<file path="src/buck_ctrl_pkg.sv">
// Constants and types shared by the buck switch control logic.
package buck_ctrl_pkg;
   // Zero-cross run length that enters skip mode.
   localparam logic [4:0] ZC_RUN_LEN = 5'h10;
   // Gate non-overlap interval, in clock cycles.
   localparam logic [1:0] DEAD_CYCLES = 2'h1;
   // Reference wake-up time, in clock cycles.
   localparam logic [7:0] REF_WAKE_CYCLES = 8'h20;
   // Soft-start duration (typical 1 ms) and its count at 40 MHz.
   localparam int SOFT_START_US = 1000;
   localparam int CLK_MHZ = 40;
   localparam int SOFT_START_CYC = SOFT_START_US * CLK_MHZ;
   // Oscillator period in clock cycles, normal and short-circuit foldback.
   localparam logic [7:0] PERIOD_NORMAL = 8'h0a;
   localparam logic [7:0] PERIOD_FOLDBACK = 8'ha0;
   localparam int SS_W = 16;

   typedef enum logic [4:0] {
      ST_OFF = 5'h01,
      ST_WAKE = 5'h02,
      ST_SOFT = 5'h04,
      ST_RUN = 5'h08,
      ST_HOT = 5'h10
   } seq_state_t;

   typedef enum logic [2:0] {
      PH_IDLE = 3'h1,
      PH_HIGH = 3'h2,
      PH_LOW = 3'h4
   } phase_t;
endpackage

</file>
<file path="src/buck_switch_control_logic.sv">
// Switch control sequencer for a synchronous step-down converter.
//
// Behaviour
// High-side on at each period start.
// Loop trip: high off, low on.
// Low-side stays on to period end.
// Sixteen zero-cross periods in row enter skip.
// Period without zero-cross clears counter.
// Skip pulse: on at clock, off near 20%.
// Skip upper margin: high off, idle.
// Skip idle restarts at nominal output.
// Below lower margin returns to pulse-width.
// Enable wakes reference, then soft-start.
// Disable: switches off, discharge on.
// Overcurrent turns high-side off immediately.
// Short-circuit selects much lower frequency.
// Undervoltage holds converter disabled.
// Dropout holds high-side fully on; code ignores dropout in skip mode.
// Over-temperature shuts down; restart via soft-start.
// Soft-start ramps both loop references.
// Never both switches on; non-overlap gap.
// Synchronise inputs except immediate turn-off.
`timescale 1ns/1ps
module buck_switch_control_logic #(
   parameter int SOFT_START_CYCLES = buck_ctrl_pkg::SOFT_START_CYC
) (
   input wire logic clk_in,
   input wire logic reset_n_in,
   input wire logic enable_in,
   input wire logic supply_low_lockout_in,
   input wire logic over_temp_in,
   input wire logic loop_trip_in,
   input wire logic overcurrent_trip_in,
   input wire logic skip_trip_in,
   input wire logic zero_cross_in,
   input wire logic output_short_detect_in,
   input wire logic out_above_upper_in,
   input wire logic out_below_nominal_in,
   input wire logic out_below_lower_in,
   input wire logic dropout_in,
   output logic high_gate_out,
   output logic low_gate_out,
   output logic discharge_out,
   output logic reference_wake_out,
   output logic soft_start_active_out,
   output logic [15:0] soft_start_ramp_out,
   output logic skip_mode_out,
   output logic period_start_out
);
   localparam int NS = 11;
   localparam logic [15:0] SS_LAST =
      16'(SOFT_START_CYCLES - 1);

   // ==========================================================
   // Input synchronisers
   // ==========================================================
   logic [NS-1:0] raw;
   logic [NS-1:0] sync1_ff;
   logic [NS-1:0] sync2_ff;

   assign raw = {enable_in, supply_low_lockout_in, over_temp_in,
      loop_trip_in, skip_trip_in, zero_cross_in, output_short_detect_in,
      out_above_upper_in, out_below_nominal_in, out_below_lower_in,
      dropout_in};

   genvar gi;
   generate
      for (gi = 0; gi < NS; gi++) begin : g_sync
         always_ff @(posedge clk_in or negedge reset_n_in) begin
            if (!reset_n_in) begin
               sync1_ff[gi] <= 1'b0;
               sync2_ff[gi] <= 1'b0;
            end else begin
               sync1_ff[gi] <= raw[gi];
               sync2_ff[gi] <= sync1_ff[gi];
            end
         end
      end
   endgenerate

   logic en_s, supply_low_lockout_s, hot_s, trip_s, skip_s, zc_s, short_s;
   logic above_s, nom_s, lower_s, drop_s;
   assign {en_s, supply_low_lockout_s, hot_s, trip_s, skip_s, zc_s, short_s,
      above_s, nom_s, lower_s, drop_s} = sync2_ff;

   // ==========================================================
   // Enable, lockout and thermal sequencing
   // ==========================================================
   buck_ctrl_pkg::seq_state_t seq_ff;
   buck_ctrl_pkg::seq_state_t nxt_seq;
   logic [7:0] wake_cnt_ff;
   logic [15:0] ss_cnt_ff;
   logic run_ok;

   assign run_ok = en_s && !supply_low_lockout_s;

   always_comb begin
      nxt_seq = seq_ff;
      case (seq_ff)
         buck_ctrl_pkg::ST_OFF: begin
            if (run_ok && !hot_s) begin
               nxt_seq = buck_ctrl_pkg::ST_WAKE;
            end
         end
         buck_ctrl_pkg::ST_WAKE: begin
            if (wake_cnt_ff == buck_ctrl_pkg::REF_WAKE_CYCLES) begin
               nxt_seq = buck_ctrl_pkg::ST_SOFT;
            end
         end
         buck_ctrl_pkg::ST_SOFT: begin
            if (ss_cnt_ff == SS_LAST[15:0]) begin
               nxt_seq = buck_ctrl_pkg::ST_RUN;
            end
         end
         buck_ctrl_pkg::ST_RUN: nxt_seq = seq_ff;
         buck_ctrl_pkg::ST_HOT: begin
            if (!hot_s) begin
               nxt_seq = buck_ctrl_pkg::ST_WAKE;
            end
         end
         default: nxt_seq = buck_ctrl_pkg::ST_OFF;
      endcase
      if (!run_ok) begin
         nxt_seq = buck_ctrl_pkg::ST_OFF;
      end else if (hot_s) begin
         nxt_seq = buck_ctrl_pkg::ST_HOT;
      end
   end

   always_ff @(posedge clk_in or negedge reset_n_in) begin
      if (!reset_n_in) begin
         seq_ff <= buck_ctrl_pkg::ST_OFF;
      end else begin
         seq_ff <= nxt_seq;
      end
   end

   always_ff @(posedge clk_in or negedge reset_n_in) begin
      if (!reset_n_in) begin
         wake_cnt_ff <= 8'h00;
      end else if (seq_ff == buck_ctrl_pkg::ST_WAKE) begin
         wake_cnt_ff <= wake_cnt_ff + 8'h01;
      end else begin
         wake_cnt_ff <= 8'h00;
      end
   end

   // Soft-start count doubles as the ramp reference for both loops.
   always_ff @(posedge clk_in or negedge reset_n_in) begin
      if (!reset_n_in) begin
         ss_cnt_ff <= 16'h0000;
      end else if (seq_ff == buck_ctrl_pkg::ST_SOFT) begin
         ss_cnt_ff <= ss_cnt_ff + 16'h0001;
      end else if (seq_ff != buck_ctrl_pkg::ST_RUN) begin
         ss_cnt_ff <= 16'h0000;
      end
   end

   always_ff @(posedge clk_in or negedge reset_n_in) begin
      if (!reset_n_in) begin
         soft_start_ramp_out <= 16'h0000;
      end else if (seq_ff == buck_ctrl_pkg::ST_RUN) begin
         soft_start_ramp_out <= 16'hffff;
      end else begin
         soft_start_ramp_out <= ss_cnt_ff;
      end
   end

   logic active;
   assign active = (seq_ff == buck_ctrl_pkg::ST_SOFT) ||
      (seq_ff == buck_ctrl_pkg::ST_RUN);

   always_ff @(posedge clk_in or negedge reset_n_in) begin
      if (!reset_n_in) begin
         discharge_out <= 1'b1;
         reference_wake_out <= 1'b0;
         soft_start_active_out <= 1'b0;
      end else begin
         discharge_out <= !en_s;
         reference_wake_out <= (nxt_seq != buck_ctrl_pkg::ST_OFF) &&
            (nxt_seq != buck_ctrl_pkg::ST_HOT);
         soft_start_active_out <= nxt_seq == buck_ctrl_pkg::ST_SOFT;
      end
   end

   // ==========================================================
   // Oscillator with short-circuit foldback
   // ==========================================================
   logic [7:0] osc_cnt_ff;
   logic [7:0] period_len;
   logic tick;

   assign period_len = short_s ? buck_ctrl_pkg::PERIOD_FOLDBACK :
      buck_ctrl_pkg::PERIOD_NORMAL;
   assign tick = active && (osc_cnt_ff == 8'h00);

   always_ff @(posedge clk_in or negedge reset_n_in) begin
      if (!reset_n_in) begin
         osc_cnt_ff <= 8'h00;
      end else if (!active || osc_cnt_ff >= period_len - 8'h01) begin
         osc_cnt_ff <= 8'h00;
      end else begin
         osc_cnt_ff <= osc_cnt_ff + 8'h01;
      end
   end

   assign period_start_out = tick;

   // ==========================================================
   // Zero-cross counter and skip mode
   // ==========================================================
   logic [4:0] zc_cnt_ff;
   logic zc_seen_ff;
   logic skip_ff;
   logic skip_idle_ff;

   // A crossing anywhere in the period is remembered until the period ends.
   always_ff @(posedge clk_in or negedge reset_n_in) begin
      if (!reset_n_in) begin
         zc_seen_ff <= 1'b0;
      end else if (tick) begin
         zc_seen_ff <= zc_s;
      end else if (zc_s) begin
         zc_seen_ff <= 1'b1;
      end
   end

   always_ff @(posedge clk_in or negedge reset_n_in) begin
      if (!reset_n_in) begin
         zc_cnt_ff <= 5'h00;
      end else if (!active || skip_ff) begin
         zc_cnt_ff <= 5'h00;
      end else if (tick) begin
         if (zc_seen_ff) begin
            zc_cnt_ff <= zc_cnt_ff + 5'h01;
         end else begin
            zc_cnt_ff <= 5'h00;
         end
      end
   end

   always_ff @(posedge clk_in or negedge reset_n_in) begin
      if (!reset_n_in) begin
         skip_ff <= 1'b0;
      end else if (!active || lower_s) begin
         skip_ff <= 1'b0;
      end else if (zc_cnt_ff == buck_ctrl_pkg::ZC_RUN_LEN) begin
         skip_ff <= 1'b1;
      end
   end

   always_ff @(posedge clk_in or negedge reset_n_in) begin
      if (!reset_n_in) begin
         skip_idle_ff <= 1'b0;
      end else if (!skip_ff) begin
         skip_idle_ff <= 1'b0;
      end else if (above_s) begin
         skip_idle_ff <= 1'b1;
      end else if (nom_s) begin
         skip_idle_ff <= 1'b0;
      end
   end

   assign skip_mode_out = skip_ff;

   // ==========================================================
   // Switch phase control
   // ==========================================================
   buck_ctrl_pkg::phase_t ph_ff;
   buck_ctrl_pkg::phase_t nxt_ph;

   always_comb begin
      nxt_ph = ph_ff;
      case (ph_ff)
         buck_ctrl_pkg::PH_IDLE: begin
            if (tick && !(skip_ff && (skip_idle_ff || above_s))) begin
               nxt_ph = buck_ctrl_pkg::PH_HIGH;
            end
         end
         buck_ctrl_pkg::PH_HIGH: begin
            if (drop_s && !skip_ff) begin
               nxt_ph = buck_ctrl_pkg::PH_HIGH;
            end else if (skip_ff && (skip_s || above_s)) begin
               nxt_ph = buck_ctrl_pkg::PH_IDLE;
            end else if (!skip_ff && trip_s) begin
               nxt_ph = buck_ctrl_pkg::PH_LOW;
            end else if (tick && !skip_ff) begin
               nxt_ph = buck_ctrl_pkg::PH_HIGH;
            end
         end
         buck_ctrl_pkg::PH_LOW: begin
            if (tick) begin
               nxt_ph = buck_ctrl_pkg::PH_HIGH;
            end
         end
         default: nxt_ph = buck_ctrl_pkg::PH_IDLE;
      endcase
      if (!active) begin
         nxt_ph = buck_ctrl_pkg::PH_IDLE;
      end
   end

   always_ff @(posedge clk_in or negedge reset_n_in) begin
      if (!reset_n_in) begin
         ph_ff <= buck_ctrl_pkg::PH_IDLE;
      end else begin
         ph_ff <= nxt_ph;
      end
   end

   // Overcurrent is taken raw so the high-side drops in the same cycle.
   gate_nonoverlap u_gate (
      .clk_in(clk_in),
      .reset_n_in(reset_n_in),
      .want_high_in(ph_ff == buck_ctrl_pkg::PH_HIGH),
      .want_low_in(ph_ff == buck_ctrl_pkg::PH_LOW),
      .kill_high_in(overcurrent_trip_in),
      .high_gate_out(high_gate_out),
      .low_gate_out(low_gate_out)
   );
endmodule

</file>
<file path="src/gate_nonoverlap.sv">
// Non-overlap gate driver stage for the two power switches.
`timescale 1ns/1ps
module gate_nonoverlap (
   input wire logic clk_in,
   input wire logic reset_n_in,
   input wire logic want_high_in,
   input wire logic want_low_in,
   input wire logic kill_high_in,
   output logic high_gate_out,
   output logic low_gate_out
);
   logic [1:0] dead_ff;
   logic high_ff;
   logic low_ff;

   // The wait counts from the cycle both gates are seen off.
   always_ff @(posedge clk_in or negedge reset_n_in) begin
      if (!reset_n_in) begin
         dead_ff <= 2'h0;
      end else if (high_ff || low_ff) begin
         dead_ff <= buck_ctrl_pkg::DEAD_CYCLES;
      end else if (dead_ff != 2'h0) begin
         dead_ff <= dead_ff - 2'h1;
      end
   end

   always_ff @(posedge clk_in or negedge reset_n_in) begin
      if (!reset_n_in) begin
         high_ff <= 1'b0;
         low_ff <= 1'b0;
      end else begin
         if (!want_high_in || kill_high_in) begin
            high_ff <= 1'b0;
         end else if (!low_ff && dead_ff == 2'h0) begin
            high_ff <= 1'b1;
         end
         if (!want_low_in) begin
            low_ff <= 1'b0;
         end else if (!high_ff && !want_high_in && dead_ff == 2'h0) begin
            low_ff <= 1'b1;
         end
      end
   end

   // Immediate turn-off path bypasses the flip-flop.
   assign high_gate_out = high_ff & ~kill_high_in;
   assign low_gate_out = low_ff & ~high_gate_out;
endmodule

</file>
<file path="config.mk">
export PLATFORM = sky130hd
export DESIGN_NAME = buck_switch_control_logic
export DESIGN_NICKNAME = d
export VERILOG_FILES = /design/src/buck_ctrl_pkg.sv /design/src/buck_switch_control_logic.sv /design/src/gate_nonoverlap.sv
export SDC_FILE = /design/constraint.sdc
export NUM_CORES = 1
export LEC_CHECK = 0
export BUFFER_PORTS_ARGS = -buffer_cell sky130_fd_sc_hd__buf_2
export CORE_MARGIN = 5
export CORE_UTILIZATION = 50
export DETAILED_ROUTE_END_ITERATION = 10
export GPL_TIMING_DRIVEN = 0
export MAX_ROUTING_LAYER = met4
export PLACE_DENSITY_LB_ADDON = 0.15
export SKIP_LAST_GASP = 1
export SYNTH_ARGS = -nofsm -noshare
export SYNTH_HDL_FRONTEND = slang
export SYNTH_SLANG_ARGS = --single-unit
</file>
<file path="constraint.sdc">
create_clock -name clk_in -period 4.68 [get_ports clk_in]
set_clock_uncertainty 0.2 [all_clocks]
set_input_delay 0.702 -clock clk_in [delete_from_list [all_inputs] [get_ports clk_in]]
set_output_delay 0.702 -clock clk_in [all_outputs]
set_load 0.005 [all_outputs]
</file>
# == Yosys cells after proc, flatten, opt, wreduce, memory -nomap -nowiden ==
# Cells that the tools add are included.
# totals
in_bits,14
out_inout_bits,23
wordCells,145
regBits,93
# classes
n_reduce_logical,40
magnitude_cmp,1
addsub,6
mux,36
n_bitwise,4
eq_ne,20
# ops
operator,count
$mux 16,3
$mux 5,8
$pmux 5 s5,1
$mux 8,3
$mux 3,7
$add 16x1->16 const B,1
$add 8x1->8 const B,2
$eq 16x16->1 const B,1
$reduce_bool 2->1,7
$logic_and 1x1->1,13
$mux 1,11
$eq 5x3->1 const B,2
$eq 5x5->1 const B,2
$logic_not 1->1,9
$ne 3x3->1 const B,3
$pmux 3 s3,1
$eq 8x6->1 const B,1
$ge 8x8->1,1
$logic_not 8->1,1
$logic_or 1x1->1,8
$sub 8x1->8 const B,1
$ne 6x6->1 const B,1
$add 5x1->5 const B,1
$eq 5x1->1 const B,1
other kinds (15),18

# == Logic depth before layout (Yosys ltp) ==
# logic_depth
word_depth,10
ltp_mapped,6
mapped_depth_nobuf,6

# == Cells and area by module ==
# Synthesis repeated with hierarchy kept, for this count alone.
# unflattened
cells_unflattened,361
hier_area_um2,4031.4
# by_module_without_submodules
mod,instances,area_each_um2,cells_per_inst
buck_switch_control_logic,1,3832.4,343
gate_nonoverlap,1,198.9,18

# == Least setup slack after synthesis ==
# Ideal clock, no wire load.
# synth_path
path_type,reg-to-output
start,register seq_ff[2]
end,output port period_start_out
t_required_ns,3.778
slack_ns,2.484
arrival_time_ns,1.294
path_stages_with_launch,6
path_cell_list,dfrtp_1 -> buf_2 -> xnor2_1 -> nand2b_1 -> clkbuf_1 -> nor2_1
# synth_via
elab_chain_cells,3
word_cells_on_any_way,4
classes_between,eq/ne: 2; reduce/logical: 2
# synth_rtl
item,line_no,text
"start, declared",buck_switch_control_logic.sv:89,buck_ctrl_pkg::seq_state_t seq_ff;
"start signal, assigned",buck_switch_control_logic.sv:132,seq_ff <= buck_ctrl_pkg::ST_OFF;
"start signal, assigned",buck_switch_control_logic.sv:134,seq_ff <= nxt_seq;
$eq 5x3->1 / $eq 5x4->1 (equally long branches),"buck_switch_control_logic.sv:170, buck_switch_control_logic.sv:171",
$logic_or 1x1->1 *,buck_switch_control_logic.sv:170,assign active = (seq_ff == buck_ctrl_pkg::ST_SOFT) ||
$logic_and 1x1->1 *,buck_switch_control_logic.sv:195,assign tick = active && (osc_cnt_ff == 8'h00);
"end, declared",buck_switch_control_logic.sv:48,output logic period_start_out
# Mark *: on every way between the ends. The rest lies on a longest branch, timed or not.

# == Worst setup path in the final report ==
# layout_path
start,register seq_ff[4]
end,output port period_start_out
# The elaborated chain is that of the path after synthesis.

==> summary.md <==
| Metric | Value |
|---|---|
| Status | `finished, final reports clean` |
| Total Nets Final | `433` |
| Layout Cells excl Fill | `514` |
| Slowest stage delay, CP | `0.47 ns` |
| Critical-path maximum fanout | `10` |
| CP Cell Sequence | `nor3_1, nand2b_1, clkbuf_1, nor2_1, buf_2` |
| HP Class | `in -> async` |
| Post-Synth Adder-Cell Area | `0.0377` |
| Cts hold-fix bufs | `0` |
| Vias in the first global route | `2,797` |
| Die area | `9840 um2` |
| HPWL after detailed placement | `5190 um` |
| Syn Inst Count | `359` |
| Critical path arrival | `2.20 ns` |
| Reg2reg setup slack | `2.56 ns` |
| Root buffer selected by CTS | `clkbuf_8` |
| Cts bufs inserted | `9` |
| CP Class | `reg -> out` |
| CTS tree | `done` |
| Vias/cell | `5.35` |
| DRT antenna net count | `0` |
| Peak VDD IR | `0.000188 V` |
| Largest family of logic cells by synthesized area | `simple AND/OR/NAND/NOR gates` |
| Synth Cell Area | `3980 um2` |
| Worst reg2reg endpoint | `soft_start_active_out` |
| Gpl congestion | `0.865` |
| Clock Sink Count | `93` |
| Largest area contributor in the netlist | `dfrtp_1` |
| Post-synthesis register bit count | `93` |
| Most frequent cells after synthesis | `dfrtp_1, nor2_1, nand3_1, nand2b_1, a21oi_1` |
| Post-synth net total | `385` |
| Netlist cell types | `51` |
| Slowest CP cell | `nor3_1` |
| Die H | `99.2 um` |
| Setup violators final | `0` |
| Initial DRT Pass Iterations | `4` |
| Crit path time final | `3.10 ns` |
| Max clock buf depth | `2` |
| Critical path startpoint category | `flip-flop` |
| First-pass GRT wire length | `13,500 um` |
| Worst R2R Path Depth | `5` |
| Clk_lat worst skew | `0.37 ns` |
| Max-Cap Viols | `0` |
| Share of post-route cells with drive strength above 1 | `0.163` |
| Worst-Margin Slew | `0.620 ns` |
| Detailed Route WL | `7390 um` |
| Post-synthesis xor/xnor area fraction | `0.0396` |
| Largest cells by area after synthesis | `dfrtp_1, ha_1, nand2b_1` |
| Postcts setup bufs | `0` |
| Rel. slew slack | `0.585` |
| Worst Setup End Kind | `output pin` |
| Clk slew on worst S/H paths | `0.10 ns` |
| Multiplexer area fraction after synthesis | `0.00503` |
| Cts repair resizes | `0` |
| 1st-iter DRT viols | `172` |
| Bufs and invs on worst path | `2` |
| H-tree level count | `3` |
| Most frequent cell after synthesis | `dfrtp_1` |
| Kind of cell adding the most delay to the critical path | `simple AND/OR/NAND/NOR gates` |
| DR DRC count | `0` |
| Number of warnings issued by yosys | `0` |
| Cell Rows | `32` |
| Initial antenna violation count | `0` |
| Post-synthesis sequential area ratio | `0.586` |
| Syn avg cell area | `11.1 um2` |
| Synth Area in Compound Gates | `0.0893` |
| IO Pins | `37` |
| Largest net degree at the start of global routing | `73` |
| Tot GR Track Use | `0.174` |
| RSZ-0062 raised after global routing | `no` |
| Overall via count from detail_route | `2,749` |
| Post-synth EDFFs | `0` |
| Dpl cells | `498` |
| R2r startpoint | `seq_ff[4]` |
| Final instance area | `4520 um2` |
| Setup TNS | `0 ns` |
| Util after Layout | `0.584` |
| Pins over their slew limit | `0` |
| Ys flop type | `dfrtp_1` |
| Placed cell areas | `4320 um2` |
| WL/cell | `14.4 um` |
| Simple-Gate Fraction of Synth Area | `0.213` |
| Port Buffers | `36` |
| Post-synth ARST share | `1.00` |
| Die X | `99.2 um` |
| Period utilisation layout | `0.662` |
| Area Growth Syn to Fin | `13.5%` |
| GRT overflow | `0` |
| Top-area cell type share of the netlist area | `0.566` |
| Data required time of the worst path | `3.78 ns` |
| Final Hold Viols | `0` |
| Fmax | `0.323 GHz` |
| Starting Density | `0.515` |
| PwrDens | `320 nW/um2` |
| Core area | `7730 um2` |
| Leak pwr | `2.14 nW` |
| Ant. Diodes | `0` |
-- kinds of logic after synthesis --
family | after synthesis
AND/OR/NAND/NOR | 154
buffers and inverters | 26
multiplexers | 2
AO/OA/AOI/OAI | 54
XOR/XNOR | 18
flip-flops | 93
adder cells (fa/ha/maj) | 12
-- power by group --
group | switching (W) | internal, W | total, W
registers | 0.00000933 | 0.000825 | 0.000834
clock network | 0.000317 | 0.000211 | 0.000528
logic | 0.0000470 | 0.0000336 | 0.0000806
-- area by class of cell --
class,instances,area (um2)
Buffer,10,57.6
Clock buffer,9,124
Clock inverter,7,75.1
Fill cell,677,3210
Inverter,16,60.1
Multi-Input combinational cell,240,1530
Sequential cell,93,2330
Tap cell,102,128
Timing Repair Buffer,37,210
-- per-stage QoR --
stage	setup slack, ns	total power, W	hold WS, ns
floorplan	2.48	0.000898	0.131
finish	1.58	0.00144	0.0121
global placement	1.86	0.000928	0.132
detailed placement	1.98	0.000934	0.135
CTS	1.56	0.00147	0.00821
global route	1.35	0.00152	0.00993
-- registers in the layout, indices dropped and copies added, names as in the netlist, 2 cells and up --
name,count
u_gate.dead_ff,2
wake_cnt_ff,8
ph_ff,3
seq_ff,5
ss_cnt_ff,16
zc_cnt_ff,5
sync1_ff,11
osc_cnt_ff,8
soft_start_ramp_out,16
-- placed cells by master, fill, tap and decap left out, drive strengths merged, types with 5 or more instances in the layout --
master,netlist,routed
ha,12,12
nor3b,5,5
nand3,25,25
o211ai,5,5
dfrtp,90,90
nor2,36,36
xor2,14,14
or4,9,9
and3,6,6
a21oi,17,17
nand2b,21,21
clkbuf,4,13
buf,6,43
o21ai,10,10
nand2,16,16
inv,16,20
o31ai,6,6
nor3,7,7
-- per-layer routing --
metal	wire length (um)	vias to the layer above	share of wire	GRT usage
met5	0	-	0	-
met4	126	0	0.017	0.0536
met3	298	11	0.040	0.0519
met2	3590	51	0.49	0.268
met1	3380	1330	0.46	0.225
li1	-	1357	-	-
-- how the worst max path moves through the flow --
| stage | start | cells past startpoint | end | slack (ns) |
|---|---|---|---|---|
| 2_1_floorplan | seq_ff[2] | 5 | period_start_out | 2.48 |
| 3_3_place_gp | reset_n_in | 1 | wake_cnt_ff[4] | 1.86 |
| 3_5_place_dp | seq_ff[4] | 5 | period_start_out | 1.98 |
| 4_1_cts | seq_ff[4] | 5 | period_start_out | 1.56 |
| 5_1_grt | seq_ff[4] | 5 | period_start_out | 1.35 |
| 6_report | seq_ff[4] | 5 | period_start_out | 1.58 |
Note: power is estimated with default switching activity, not from simulation.
